===== src/dsr_params.svh =====
/*
  Timing counts, defaults and field encodings for the start, restart and fire-mode block.
  Assumes a 50 MHz system clock on ref_clk.
*/
`ifndef DSR_PARAMS_SVH
`define DSR_PARAMS_SVH

`define DSR_CLK_HZ 50000000
`define DSR_RESTART_GAP_S 20
`define DSR_RESTART_GAP_CYC (`DSR_CLK_HZ * `DSR_RESTART_GAP_S)
`define DSR_MAX_ATTEMPTS 5
`define DSR_DEBOUNCE_CYC 16
`define DSR_START_MODE_RST 1'h0
`define DSR_AUTO_RESTART_RST 1'h0
`define DSR_FIRE_POL_RST 1'h0
`define DSR_FIRE_TYPE_RST 1'h0
`define DSR_FIRE_POL_NC 1'h0
`define DSR_FIRE_TYPE_MAINT 1'h0

`endif


===== src/dsr_pkg.sv =====
/*
  Types for the start, restart and fire-mode block.
  Assumes nothing beyond the design file that uses it.
*/
package dsr_pkg;
  typedef enum logic [2:0] {
    DSR_IDLE = 3'h0,
    DSR_RUN = 3'h1,
    DSR_WAIT = 3'h3,
    DSR_TRIP = 3'h2
  } dsr_state_t;
endpackage


===== src/dsr_ctrl.sv =====
/*
  Start-mode, automatic restart and fire-mode input control for a motor drive.
  Assumes run and fire contacts are synchronous to ref_clk; configuration inputs are held steady
  by the surrounding control logic; rst_n is the power-on reset.
*/
`include "dsr_params.svh"
// Notes on behaviour
// - Edge mode: start only on fresh closure.
// - Automatic mode: start if input already closed.
// - Up to five restarts, twenty seconds apart.
// - Count attempts; trip after last fails.
// - Tripped stays faulted until manual reset.
// - Attempt counter clears only at power-up.
// - Polarity zero: open input means fire.
// - Polarity one: closed input means fire.
// - Maintained type: fire only while active.
// - Momentary type: pulse enters fire mode.
// - Momentary fire holds until disabled.
// - Fire settings act only when assigned.
// - Defaults: edge start, restart disabled.
// - Fire polarity defaults to normally closed.
module dsr_ctrl #(
  parameter int RESTART_GAP_CYC = `DSR_RESTART_GAP_CYC,
  parameter int MAX_ATTEMPTS = `DSR_MAX_ATTEMPTS,
  parameter int DEBOUNCE_CYC = `DSR_DEBOUNCE_CYC
) (
  input wire logic ref_clk,
  input wire logic rst_n,
  input wire logic run_in,
  input wire logic fire_in,
  input wire logic cfg_valid,
  input wire logic cfg_auto_start,
  input wire logic cfg_auto_restart,
  input wire logic cfg_fire_pol,
  input wire logic cfg_fire_type,
  input wire logic fire_assigned,
  input wire logic fire_disable,
  input wire logic start_failed,
  input wire logic fault_reset,
  output logic motor_run,
  output logic fault_trip,
  output logic fire_mode,
  output logic [2:0] attempt_count
);

  localparam int GW = $clog2(RESTART_GAP_CYC + 1);
  localparam int DW = $clog2(DEBOUNCE_CYC + 1);
  localparam int SW = $clog2(DEBOUNCE_CYC + 5);

  logic auto_start_reg;
  logic auto_restart_reg;
  logic fire_pol_reg;
  logic fire_type_reg;
  logic [1:0] run_sync_reg;
  logic [1:0] fire_sync_reg;
  logic run_db_reg;
  logic fire_db_reg;
  logic [DW-1:0] run_cnt_reg;
  logic [DW-1:0] fire_cnt_reg;
  logic run_prev_reg;
  logic armed_reg;
  logic [SW-1:0] settle_cnt_reg;
  logic settled;
  logic [GW-1:0] gap_reg;
  logic fire_latch_reg;
  logic fire_active;
  logic run_rise;
  logic start_req;
  dsr_pkg::dsr_state_t state_reg;
  dsr_pkg::dsr_state_t state_next;

  // Configuration store, loaded when the setting strobe is high
  always_ff @(posedge ref_clk or negedge rst_n)
  begin
    if (!rst_n)
    begin
      auto_start_reg <= `DSR_START_MODE_RST;
      auto_restart_reg <= `DSR_AUTO_RESTART_RST;
      fire_pol_reg <= `DSR_FIRE_POL_RST;
      fire_type_reg <= `DSR_FIRE_TYPE_RST;
    end
    else if (cfg_valid)
    begin
      auto_start_reg <= cfg_auto_start;
      auto_restart_reg <= cfg_auto_restart;
      fire_pol_reg <= cfg_fire_pol;
      fire_type_reg <= cfg_fire_type;
    end
  end

  // Two-stage synchronisers for both contacts
  always_ff @(posedge ref_clk or negedge rst_n)
  begin
    if (!rst_n)
    begin
      run_sync_reg <= 2'h0;
      fire_sync_reg <= 2'h0;
    end
    else
    begin
      run_sync_reg <= {run_sync_reg[0], run_in};
      fire_sync_reg <= {fire_sync_reg[0], fire_in};
    end
  end

  // Debounce: a level change must persist for DEBOUNCE_CYC cycles
  always_ff @(posedge ref_clk or negedge rst_n)
  begin
    if (!rst_n)
    begin
      run_db_reg <= 1'h0;
      fire_db_reg <= 1'h0;
      run_cnt_reg <= '0;
      fire_cnt_reg <= '0;
    end
    else
    begin
      if (run_sync_reg[1] == run_db_reg)
        run_cnt_reg <= '0;
      else if (run_cnt_reg == DW'(DEBOUNCE_CYC - 1))
      begin
        run_db_reg <= run_sync_reg[1];
        run_cnt_reg <= '0;
      end
      else
        run_cnt_reg <= run_cnt_reg + 1'b1;
      if (fire_sync_reg[1] == fire_db_reg)
        fire_cnt_reg <= '0;
      else if (fire_cnt_reg == DW'(DEBOUNCE_CYC - 1))
      begin
        fire_db_reg <= fire_sync_reg[1];
        fire_cnt_reg <= '0;
      end
      else
        fire_cnt_reg <= fire_cnt_reg + 1'b1;
    end
  end

  // Settle window: filtered levels read open after reset until the filters catch up
  always_ff @(posedge ref_clk or negedge rst_n)
  begin
    if (!rst_n)
      settle_cnt_reg <= '0;
    else if (!settled)
      settle_cnt_reg <= settle_cnt_reg + 1'b1;
  end

  assign settled = settle_cnt_reg == SW'(DEBOUNCE_CYC + 4);

  // Edge start arms only once the settled run input has been seen open
  always_ff @(posedge ref_clk or negedge rst_n)
  begin
    if (!rst_n)
    begin
      run_prev_reg <= 1'h1;
      armed_reg <= 1'h0;
    end
    else
    begin
      run_prev_reg <= run_db_reg;
      if (settled && !run_db_reg)
        armed_reg <= 1'h1;
    end
  end

  assign run_rise = run_db_reg && !run_prev_reg && armed_reg;
  assign start_req = auto_start_reg ? run_db_reg : run_rise;

  // Fire contact level decoded through polarity
  assign fire_active = settled && fire_assigned && (fire_pol_reg == `DSR_FIRE_POL_NC ? !fire_db_reg
                                         : fire_db_reg);

  // Momentary fire latch, cleared only by disable, loss of fire_assigned or power loss
  always_ff @(posedge ref_clk or negedge rst_n)
  begin
    if (!rst_n)
      fire_latch_reg <= 1'h0;
    else if (fire_disable || !fire_assigned)
      fire_latch_reg <= 1'h0;
    else if (fire_type_reg != `DSR_FIRE_TYPE_MAINT && fire_active)
      fire_latch_reg <= 1'h1;
  end

  // Fire mode output
  always_ff @(posedge ref_clk or negedge rst_n)
  begin
    if (!rst_n)
      fire_mode <= 1'h0;
    else if (fire_type_reg == `DSR_FIRE_TYPE_MAINT)
      fire_mode <= fire_active && !fire_disable;
    else
      fire_mode <= (fire_latch_reg || fire_active) && !fire_disable && fire_assigned;
  end

  // Run / restart sequencer
  always_comb
  begin
    state_next = state_reg;
    unique case (state_reg)
      dsr_pkg::DSR_IDLE:
        if (start_req)
          state_next = dsr_pkg::DSR_RUN;
      dsr_pkg::DSR_RUN:
        if (start_failed)
        begin
          if (!auto_restart_reg)
            state_next = dsr_pkg::DSR_TRIP;
          else if (attempt_count >= 3'(MAX_ATTEMPTS))
            state_next = dsr_pkg::DSR_TRIP;
          else
            state_next = dsr_pkg::DSR_WAIT;
        end
        else if (!run_db_reg)
          state_next = dsr_pkg::DSR_IDLE;
      dsr_pkg::DSR_WAIT:
        if (!run_db_reg)
          state_next = dsr_pkg::DSR_IDLE;
        else if (gap_reg == '0)
          state_next = dsr_pkg::DSR_RUN;
      dsr_pkg::DSR_TRIP:
        if (fault_reset)
          state_next = dsr_pkg::DSR_IDLE;
      default:
        state_next = dsr_pkg::DSR_TRIP;
    endcase
  end

  always_ff @(posedge ref_clk or negedge rst_n)
  begin
    if (!rst_n)
      state_reg <= dsr_pkg::DSR_IDLE;
    else
      state_reg <= state_next;
  end

  // Restart interval timer
  always_ff @(posedge ref_clk or negedge rst_n)
  begin
    if (!rst_n)
      gap_reg <= '0;
    else if (state_reg == dsr_pkg::DSR_RUN && state_next == dsr_pkg::DSR_WAIT)
      gap_reg <= GW'(RESTART_GAP_CYC - 1);
    else if (gap_reg != '0)
      gap_reg <= gap_reg - 1'b1;
  end

  // Attempt counter, cleared only by power-on reset
  always_ff @(posedge ref_clk or negedge rst_n)
  begin
    if (!rst_n)
      attempt_count <= 3'h0;
    else if (state_reg == dsr_pkg::DSR_WAIT && state_next == dsr_pkg::DSR_RUN)
      attempt_count <= attempt_count + 3'h1;
  end

  // Registered outputs
  always_ff @(posedge ref_clk or negedge rst_n)
  begin
    if (!rst_n)
    begin
      motor_run <= 1'h0;
      fault_trip <= 1'h0;
    end
    else
    begin
      motor_run <= state_next == dsr_pkg::DSR_RUN;
      fault_trip <= state_next == dsr_pkg::DSR_TRIP;
    end
  end
endmodule


===== config.mk =====
export PLATFORM = sky130hd
export DESIGN_NAME = dsr_ctrl
export DESIGN_NICKNAME = d
export VERILOG_FILES = /design/src/dsr_pkg.sv /design/src/dsr_ctrl.sv
export VERILOG_INCLUDE_DIRS = /design/src
export SDC_FILE = /design/constraint.sdc
export NUM_CORES = 1
export LEC_CHECK = 0
export CAP_MARGIN = 10
export CORE_ASPECT_RATIO = 0.7
export CORE_MARGIN = 8
export CORE_UTILIZATION = 50
export DETAILED_ROUTE_END_ITERATION = 7
export DONT_BUFFER_PORTS = 1
export PLACE_DENSITY = 0.75
export SYNTH_ARGS = -nofsm -noshare
export SYNTH_HDL_FRONTEND = slang
export SYNTH_SLANG_ARGS = --single-unit

===== constraint.sdc =====
create_clock -name ref_clk -period 2.63 [get_ports ref_clk]
set_clock_uncertainty 0.05 [all_clocks]
set_input_delay 0.3945 -clock ref_clk [delete_from_list [all_inputs] [get_ports ref_clk]]
set_output_delay 0.3945 -clock ref_clk [all_outputs]
set_load 0.02 [all_outputs]

==> results of run 1 <==
==> worst max path at each step <==
| stage | to | cells past startpoint | slack [ps] |
|---|---|---|---|
| after floorplan | gap_reg[27]$_DFFE_PN0P_ | 8 | 430 |
| after global placement | gap_reg[25]$_DFFE_PN0P_ | 5 | 310 |
| after detailed placement | gap_reg[25]$_DFFE_PN0P_ | 5 | 260 |
| after CTS | gap_reg[25]$_DFFE_PN0P_ | 5 | 250 |
| after global routing | attempt_count[1]$_DFFE_PN0P_ | 7 | 9 |
| final | gap_reg[25]$_DFFE_PN0P_ | 5 | 190 |
==> power groups by stage <==
stage	Sequential, mW	Combinational (mW)	Clock [mW]
after floorplan	1.09	0.0276	0
after global placement	1.09	0.0313	0
after detailed placement	1.09	0.0326	0
after CTS	1.07	0.0594	0.952
after global routing	1.07	0.0687	0.996
final	1.07	0.0583	0.933
==> synth_stat cells, types with 2 or more instances <==
master,count
dfrtp_1,66
nor2_1,27
o21ai_0,20
nand2_1,18
nand3_1,14
xor2_1,14
a21oi_1,11
inv_1,9
nor3_1,8
ha_1,7
nand4_1,7
xnor2_1,7
and2_1,6
o31ai_1,6
or3_2,6
mux2_2,5
or3b_1,5
nor4_1,4
a31oi_1,3
and3_2,3
clkbuf_1,3
nand4b_1,3
nor3_2,3
nor4_4,3
o211ai_1,3
or3_1,3
and3_1,2
buf_2,2
buf_4,2
mux2i_1,2
nand2b_1,2
nand3_2,2
nor2b_1,2
nor4b_1,2
or4_1,2
or4_2,2
==> cell families after synthesis <==
| group | share of synthesized area (%) |
|---|---|
| adder cells (fa/ha/maj) | 2.67 |
| AO/OA/AOI/OAI | 9.36 |
| buffers and inverters | 2.48 |
| flip-flops | 51.2 |
| multiplexers | 2.33 |
| other | 0.114 |
| AND/OR/NAND/NOR | 26.2 |
| XOR/XNOR | 5.62 |
==> routing by layer <==
metal	wire, um	vias up
met5	0	-
met4	116	0
met3	319	12
met2	2770	52
met1	3060	1119
li1	-	1118
==> area by class of cell <==
type | count | share of cell area (%)
inverter | 9 | 0.928
clock buffer | 10 | 3.51
sequential | 67 | 46.1
antenna | 1 | 0.0688
clock inverter | 6 | 2.48
multi-input combinational | 221 | 41.7
timing repair buffer | 9 | 2.54
tap | 78 | 2.68
==> what timing repair did <==
item                                   in CTS  in global routing
gates resized for setup                     0                  0
endpoints found under the hold margin      67                  1
hold buffers                                2                  1
==> metrics by stage <==
step	area, um2	hold WS [ps]	std cells	util [%]	total power [mW]
2_1_floorplan	3280	48.9	305	-	1.11
3_3_place_gp	3370	50.4	381	53.7	1.12
3_5_place_dp	3370	50.6	381	53.7	1.12
4_1_cts	3630	8.99	399	57.8	2.08
5_1_grt	3640	2.41	401	58.0	2.14
6_report	3640	26.1	401	58.0	2.06
==> impl_metrics.tcl, run 1 <==
set metrics [dict create \
    status "finished clean" \
    ys_ff_latch 67 \
    hold_class "input pin to register" \
    p_comb_share_pct 2.8 \
    seq_area_frac_synth_pct 51.2 \
    ios 19 \
    die_y_um 83.7 \
    mostFrequentLayoutCells "dfrtp_1, nor2_1, o21ai_0, nand2_1" \
    cp_max_fo 7 \
    netlist_instances 305 \
    r2r_setup_slack_ps 190 \
    drc_errors 0 \
    layout_commonest_cell "dfrtp_1" \
    cap_violations 0 \
    grt_pass1_wl_um 10900 \
    synth.avg_cell_area_um2 10.7 \
    fin_crit_sh_pct 92.8 \
    fill_cells 513 \
    endpoint_kind "register" \
    portBuffers 0 \
    initial_core_util_pct 52.2 \
    dr.pass1.iters 4 \
    seqPwrFrac_pct 51.9 \
    synth_area_leaders "dfrtp_1, xor2_1, nor2_1" \
    synth_ff_type "dfrtp_1" \
    ctsHtreeMaxLevel 3 \
    antenna_found_initial 1 \
    regToRegEndpoint "gap_reg[25]$_DFFE_PN0P_" \
    cts_tree "yes" \
    row_count 24 \
    grt.busiest_layer "met2" \
    p_int_mw 1.61 \
    power_switching_mw 0.449 \
    clkTransAtPathRegs_ps 70 \
    path_cells "nor4_4 -> nand3_2 -> or4_1 -> o21ai_1 -> or3b_1" \
    die_width_um 113 \
    holdPathStages 0 \
    crit_start "gap_reg[12]$_DFFE_PN0P_" \
    worstPathArrival_ps 2610 \
    tightestPinTransition_ps 625 \
    drive_gt1_share_pct 17.4 \
    min_from "run_in" \
    multiInputGateArea_mm2 0.00152 \
    pwr-share-clk_pct 45.3 \
    dp_hpwl_um 4270 \
    setup_tns_ps 0 \
    synth_area_mm2 0.00328 \
    fin_nets 337 \
    crit_type "register to register" \
    cts-buffers-inserted 9 \
    use_met1_pct 19.6 \
    cts_setup_buffers 0 \
    dpl_worst_slack_ps 261 \
    grt_pass1_vias 2276 \
    synth_edf_count 0 \
    place_congestion 0.837 \
    largest_register_ffs 30 \
    path_buf_inv 0 \
    drtIter0Drc 79 \
    finalSetupViolCount 0 \
    rsz0062_at_grt "no" \
    final-seq-area_mm2 0.00168 \
    fp.dieArea_mm2 0.00944 \
    met2_usage_pct 20.5 \
    vias_per_cell 5.74 \
    core_area_mm2 0.00628 \
    ant_nets 0 \
    cts.sinks 67 \
    r2r_start "gap_reg[12]$_DFFE_PN0P_" \
    syn_nets 325 \
    post-route-min-period_ps 2440 \
    grt-ovfl-total 0 \
    swShare_pct 21.8 \
    vdd_drop_max_uv 418 \
    slew_viol_final 0 \
    vias 2301 \
    syn2layout_area_growth_pct 11.1 \
    synthArstFlopShare_pct 100 \
    max_freq_mhz 410 \
    met3_usage_pct 4.34 \
    cellLeakagePower_nw 1.45 \
    pwr_density_cell_mw_per_mm2 566 \
    cts_root_buf "clkbuf_8" \
    finalHoldViolCount 0 \
    yosysTopAreaCell "dfrtp_1" \
    worst_r2r_path_depth 5 \
    grt_max_degree 68 \
    slew_headroom_pct 58.3 \
    wl_per_cell_um 15.6 \
    clockBufferDepth 2 \
    crit_required_ps 2800 \
    synth_top_area_share_pct 50.4 \
    grt_usage_pct 14.4 \
    ys.warnings.count 0 \
    routed_wl_um 6260 \
    hold_end "run_sync_reg[0]$_DFF_PN0_" \
    setup_ws_ps 189 \
    clock_latency_ps 350 \
    path_delay_family "simple AND/OR/NAND/NOR gates" \
    synth.distinct_cells 57 \
    crit_slowest_cell "or4_1" \
    max_stage_delay_ps 610 \
    start_kind "register" \
]
Note: power is estimated with default switching activity, not from simulation.
==> run 2: changes to the inputs <==
- PLACE_DENSITY: 0.75 -> 0.63
- RECOVER_POWER: not set -> 100
==> run 2 against run 1 <==
Compared with the run above:
- the run now ends with max-capacitance violations, max-slew violations left
- global-route usage increased by 1.3 points
- die area is the same
- combinational power is 7.2% lower
- critical path depth stayed put
- flip-flop and latch count unchanged
- final cell count did not move
- non-clock buffer count is 2 higher
- register-to-register slack gained 30 ps
- worst hold slack improved by 4.0 ps
- largest cell class unchanged
- largest power group unchanged
- highest routed layer unchanged
==> impl_metrics.tcl, run 2 (same netlist as run 1, synthesis figures left out) <==
set metrics [dict create \
    antenna_found_initial 0 \
    cts_setup_buffers 0 \
    clkTransAtPathRegs_ps 70 \
    placed_cell_area_mm2 0.00339 \
    dp.cells 383 \
    grt_usage_pct 15.7 \
    largest_register_ffs 30 \
    layout_commonest_cell "dfrtp_1" \
    drc_errors 0 \
    grt_pass1_wl_um 11800 \
    fin_crit_sh_pct 91.7 \
    cap_violations 1 \
    pwr-share-clk_pct 41.7 \
    design_area_mm2 0.00357 \
    tightestPinTransition_ps 1620 \
    routed_wl_um 6510 \
    row_count 24 \
    dr.pass1.iters 4 \
    grt_max_degree 68 \
    core_area_mm2 0.00628 \
    cts_tree "yes" \
    cts.sinks 67 \
    crit_type "register to register" \
    hold_buffers 2 \
    pwr_density_cell_mw_per_mm2 540 \
    portBuffers 0 \
    slew_viol_final 68 \
    clockBufferDepth 2 \
    crit_required_ps 2790 \
    cellLeakagePower_nw 1.42 \
    wl_per_cell_um 16.2 \
    rsz0062_at_grt "no" \
    finalSetupViolCount 0 \
    fin_nets 339 \
    clock_latency_ps 340 \
    finalHoldViolCount 0 \
    swShare_pct 22.1 \
    grt_pass1_vias 2355 \
    cp_max_fo 7 \
    drive_gt1_share_pct 16.7 \
    seqPwrFrac_pct 55.5 \
    worstPathArrival_ps 2570 \
    dpl_worst_slack_ps 238 \
    die_width_um 113 \
    slew_headroom_pct -8.26 \
    fill_cells 539 \
    ios 19 \
    syn2layout_area_growth_pct 9.09 \
    final_util_pct 56.9 \
    grt-ovfl-total 0 \
    vdd_drop_max_uv 307 \
    max_freq_mhz 415 \
    hold_class "input pin to register" \
    cts_root_buf "clkbuf_8" \
    cts-buffers-inserted 9 \
    setup_tns_ps 0 \
    status "finished with violations" \
    die_y_um 83.7 \
    drtIter0Drc 133 \
    p_int_mw 1.50 \
    ant_nets 0 \
    p_comb_share_pct 2.8 \
    initial_core_util_pct 52.2 \
    place_congestion 0.799 \
    r2r_setup_slack_ps 220 \
    vias 2323 \
    vias_per_cell 5.79 \
    ctsHtreeMaxLevel 3 \
    violations "max-capacitance violations, max-slew violations" \
    start_kind "register" \
    setup_ws_ps 218 \
    ctsResizeCount 0 \
    power_switching_mw 0.427 \
    antenna_cells 0 \
    fp.dieArea_mm2 0.00944 \
    final_cells 401 \
    endpoint_kind "register" \
    mostFrequentLayoutCells "dfrtp_1, nor2_1, o21ai_0, nand2_1" \
    post-route-min-period_ps 2410 \
    dp_hpwl_um 4590 \
]
==> run 2: cell types whose count changed in the layout (fill, tap and decap cells not counted), moves of 2 or more <==
| cell | before | now |
|---|---|---|
| clkinv_4 | 2 | 0 |
| clkbuf_2 | 0 | 4 |
| and2_0 | 1 | 5 |
| and2_1 | 6 | 2 |
| buf_4 | 6 | 3 |
| clkbuf_1 | 1 | 3 |
==> run 2: area by class of cell <==
type                       instances  area, um2  share of cell area (%)
multi-input combinational        221       1510                    42.3
inverter                           9       33.8                   0.945
clock inverter                     5       55.1                    1.54
sequential                        67       1680                    47.0
timing repair buffer              11       70.1                    1.96
tap                               78       97.6                    2.73
clock buffer                      10        128                    3.57
==> run 2: worst paths after layout <==
check / startpoint / endpoint / cells past startpoint
min: run_in / run_sync_reg[0]$_DFF_PN0_ / 0
max: gap_reg[12]$_DFFE_PN0P_ / gap_reg[25]$_DFFE_PN0P_ / 5
min in group asynchronous: rst_n / settle_cnt_reg[0]$_DFFE_PN0P_ / 2
max reg2reg: gap_reg[12]$_DFFE_PN0P_ / gap_reg[25]$_DFFE_PN0P_ / 5
min reg2reg: run_sync_reg[0]$_DFF_PN0_ / run_sync_reg[1]$_DFF_PN0_ / 0
max in group asynchronous: rst_n / gap_reg[12]$_DFFE_PN0P_ / 2
==> run 2: stage by stage <==
stage | hold slack (ps) | power, mW
2_1_floorplan | 48.9 | 1.11
3_3_place_gp | 50.5 | 1.12
3_5_place_dp | 50.3 | 1.12
4_1_cts | 11.0 | 1.96
5_1_grt | 2.34 | 2.03
6_report | 30.1 | 1.93
==> run 2: per-layer routing <==
metal	up-vias	GRT usage [%]	part of all wire (%)	wire [um]
li1	1125	-	-	-
met1	1129	22.5	51	3350
met2	59	20.6	40	2640
met3	10	6.50	6.5	424
met4	0	4.76	1.6	102
met5	-	0	0	0
==> run 2: power groups by stage <==
stage                     sequential (mW)  clock (mW)  combinational [mW]
final                                1.07       0.804              0.0541
after global routing                 1.07       0.888              0.0641
after CTS                            1.07       0.835              0.0602
after detailed placement             1.09           0              0.0328
after global placement               1.09           0              0.0315
after floorplan                      1.09           0              0.0276
==> run 2: critical path: stages, from the launching register on <==
cell     delay (ps)
dfrtp_1         460
nor4_4          470
nand3_2         200
or4_1           610
o21ai_1         130
or3b_1          370
==> run 3: changes to the inputs <==
- CORE_UTILIZATION: 50 -> 60
- PLACE_DENSITY: 0.63 -> 0.74
==> run 3 against run 2 <==
Compared with the run above:
- the flow still finishes with violations (max-capacitance violations, max-slew violations)
- power is 11% higher
- clock power is 26% higher
- critical path depth is 3 higher
- fmax is 2.0% lower
- die area is 14% lower
- clock-buffer cell count is 2 higher
- first-iteration DRC count is 9.0% lower
- core utilization is 12 points higher
- flip-flop and latch count stayed put
==> impl_metrics.tcl, run 3 (same netlist as run 1, synthesis figures left out) <==
set metrics [dict create \
    status "finished with violations" \
    violations "max-capacitance violations, max-slew violations" \
    fin_crit_sh_pct 93.6 \
    slew_headroom_pct -8.71 \
    clockBufferDepth 2 \
    mostFrequentLayoutCells "dfrtp_1, nor2_1, o21ai_0, nand2_1" \
    rsz0062_at_grt "no" \
    wl_per_cell_um 16.0 \
    drc_errors 0 \
    finalSetupViolCount 0 \
    worstPathArrival_ps 2630 \
    row_count 22 \
    fin_nets 336 \
    crit_start "gap_reg[0]$_DFFE_PN0P_" \
    post-route-min-period_ps 2460 \
    cts-buffers-inserted 9 \
    cap_violations 1 \
    fp.dieArea_mm2 0.00812 \
    initial_core_util_pct 62.3 \
    grt-ovfl-total 0 \
    setup_tns_ps 0 \
    die_y_um 77.8 \
    tightestPinTransition_ps 1630 \
    ios 19 \
    cp_max_fo 16 \
    cts_root_buf "clkbuf_8" \
    r2r_start "gap_reg[0]$_DFFE_PN0P_" \
    die_width_um 104 \
    place_congestion 0.865 \
    ant_nets 0 \
    start_kind "register" \
    grt_pass1_wl_um 11000 \
    grt_max_degree 68 \
    crit_required_ps 2800 \
    vdd_drop_max_uv 304 \
    crit_type "register to register" \
    cts_setup_buffers 0 \
    hold_class "input pin to register" \
    routed_wl_um 6310 \
    drive_gt1_share_pct 16.5 \
    vias_per_cell 5.95 \
    portBuffers 0 \
    clkTransAtPathRegs_ps 80 \
    dp_hpwl_um 4320 \
    syn2layout_area_growth_pct 10.0 \
    pwr_density_cell_mw_per_mm2 592 \
    endpoint_kind "register" \
    vias 2340 \
    min_from "fire_in" \
    grt_usage_pct 16.9 \
    fill_cells 398 \
    core_area_mm2 0.00526 \
    cts.sinks 67 \
    ctsHtreeMaxLevel 3 \
    layout_commonest_cell "dfrtp_1" \
    max_freq_mhz 406 \
    grt_pass1_vias 2249 \
    slew_viol_final 68 \
    antenna_cells 0 \
    clock_latency_ps 340 \
    cts_tree "yes" \
    antenna_found_initial 0 \
    drtIter0Drc 121 \
    dr.pass1.iters 5 \
    cellLeakagePower_nw 1.45 \
    finalHoldViolCount 0 \
    finalPower_mw 2.14 \
    largest_register_ffs 30 \
]
-- run 3: cell count changes in the layout (fill, tap and decap cells not counted) --
cell	previous run	this run
clkinvlp_4	2	0
clkbuf_2	4	2
clkinv_4	0	1
clkinv_2	2	0
dlygate4sd3_1	2	1
buf_4	3	5
bufinv_16	1	3
and2_0	5	4
and2_1	2	3
-- run 3: cell type report --
class | instances | area [um2] | share of cell area (%)
Clock buffer | 12 | 135 | 3.75
Clock inverter | 4 | 98.8 | 2.74
Inverter | 9 | 33.8 | 0.937
Multi-Input combinational cell | 221 | 1510 | 41.9
Sequential cell | 67 | 1680 | 46.5
Tap cell | 72 | 90.1 | 2.50
Timing Repair Buffer | 8 | 57.6 | 1.60
-- run 3: metal layers --
metal | part of all wire, % | GRT usage (%) | vias up | routed length, um
met3 | 7.8 | 6.19 | 12 | 490
met1 | 48 | 23.5 | 1128 | 3030
met5 | 0 | 0 | - | 0
met2 | 43 | 23.2 | 82 | 2690
met4 | 1.6 | 7.34 | 0 | 99
li1 | - | - | 1118 | -
-- run 3: worst paths after layout --
path | cells past startpoint | endpoint | slack [ps]
max | 8 | gap_reg[23]$_DFFE_PN0P_ | 170
min reg2reg | 0 | run_sync_reg[1]$_DFF_PN0_ | 300
max reg2reg | 8 | gap_reg[23]$_DFFE_PN0P_ | 170
max in group asynchronous | 2 | fire_sync_reg[1]$_DFF_PN0_ | 540
min | 0 | fire_sync_reg[0]$_DFF_PN0_ | 30
min in group asynchronous | 2 | run_sync_reg[1]$_DFF_PN0_ | 1010
-- run 3: repair_timing --
action	4_1_cts	5_1_grt
gates resized for setup	0	0
setup endpoints to repair	0	0
hold buffers	2	0
hold endpoints to repair	67	0
-- run 3: through the flow --
step | area [um2] | hold WS, ps | cells | setup slack [ps] | util, %
CTS | 3630 | 13.0 | 393 | 213 | 69.1
finish | 3600 | 28.7 | 393 | 169 | 68.6
global route | 3600 | 3.39 | 393 | 25.3 | 68.6
floorplan | 3280 | 48.9 | 305 | 429 | -
global placement | 3360 | 50.3 | 375 | 303 | 64.0
detailed placement | 3360 | 50.2 | 375 | 237 | 64.0
-- run 3: worst max-delay path, stage by stage (launching register included) --
cell      delay [ps]
dfrtp_1          410
inv_1            110
ha_1             210
nor4b_1          360
nand4b_1         220
nor3_1           190
clkbuf_2         340
nor3_1            80
or3b_1           370
-- run 3: power by group --
part | leakage (nW) | total [mW] | switching (mW) | internal (mW)
clock network | 0.115 | 1.01 | 0.379 | 0.633
registers | 0.755 | 1.07 | 0.0177 | 1.05
logic | 0.576 | 0.0534 | 0.0345 | 0.0189
total | 1.45 | 2.14 | 0.431 | 1.70
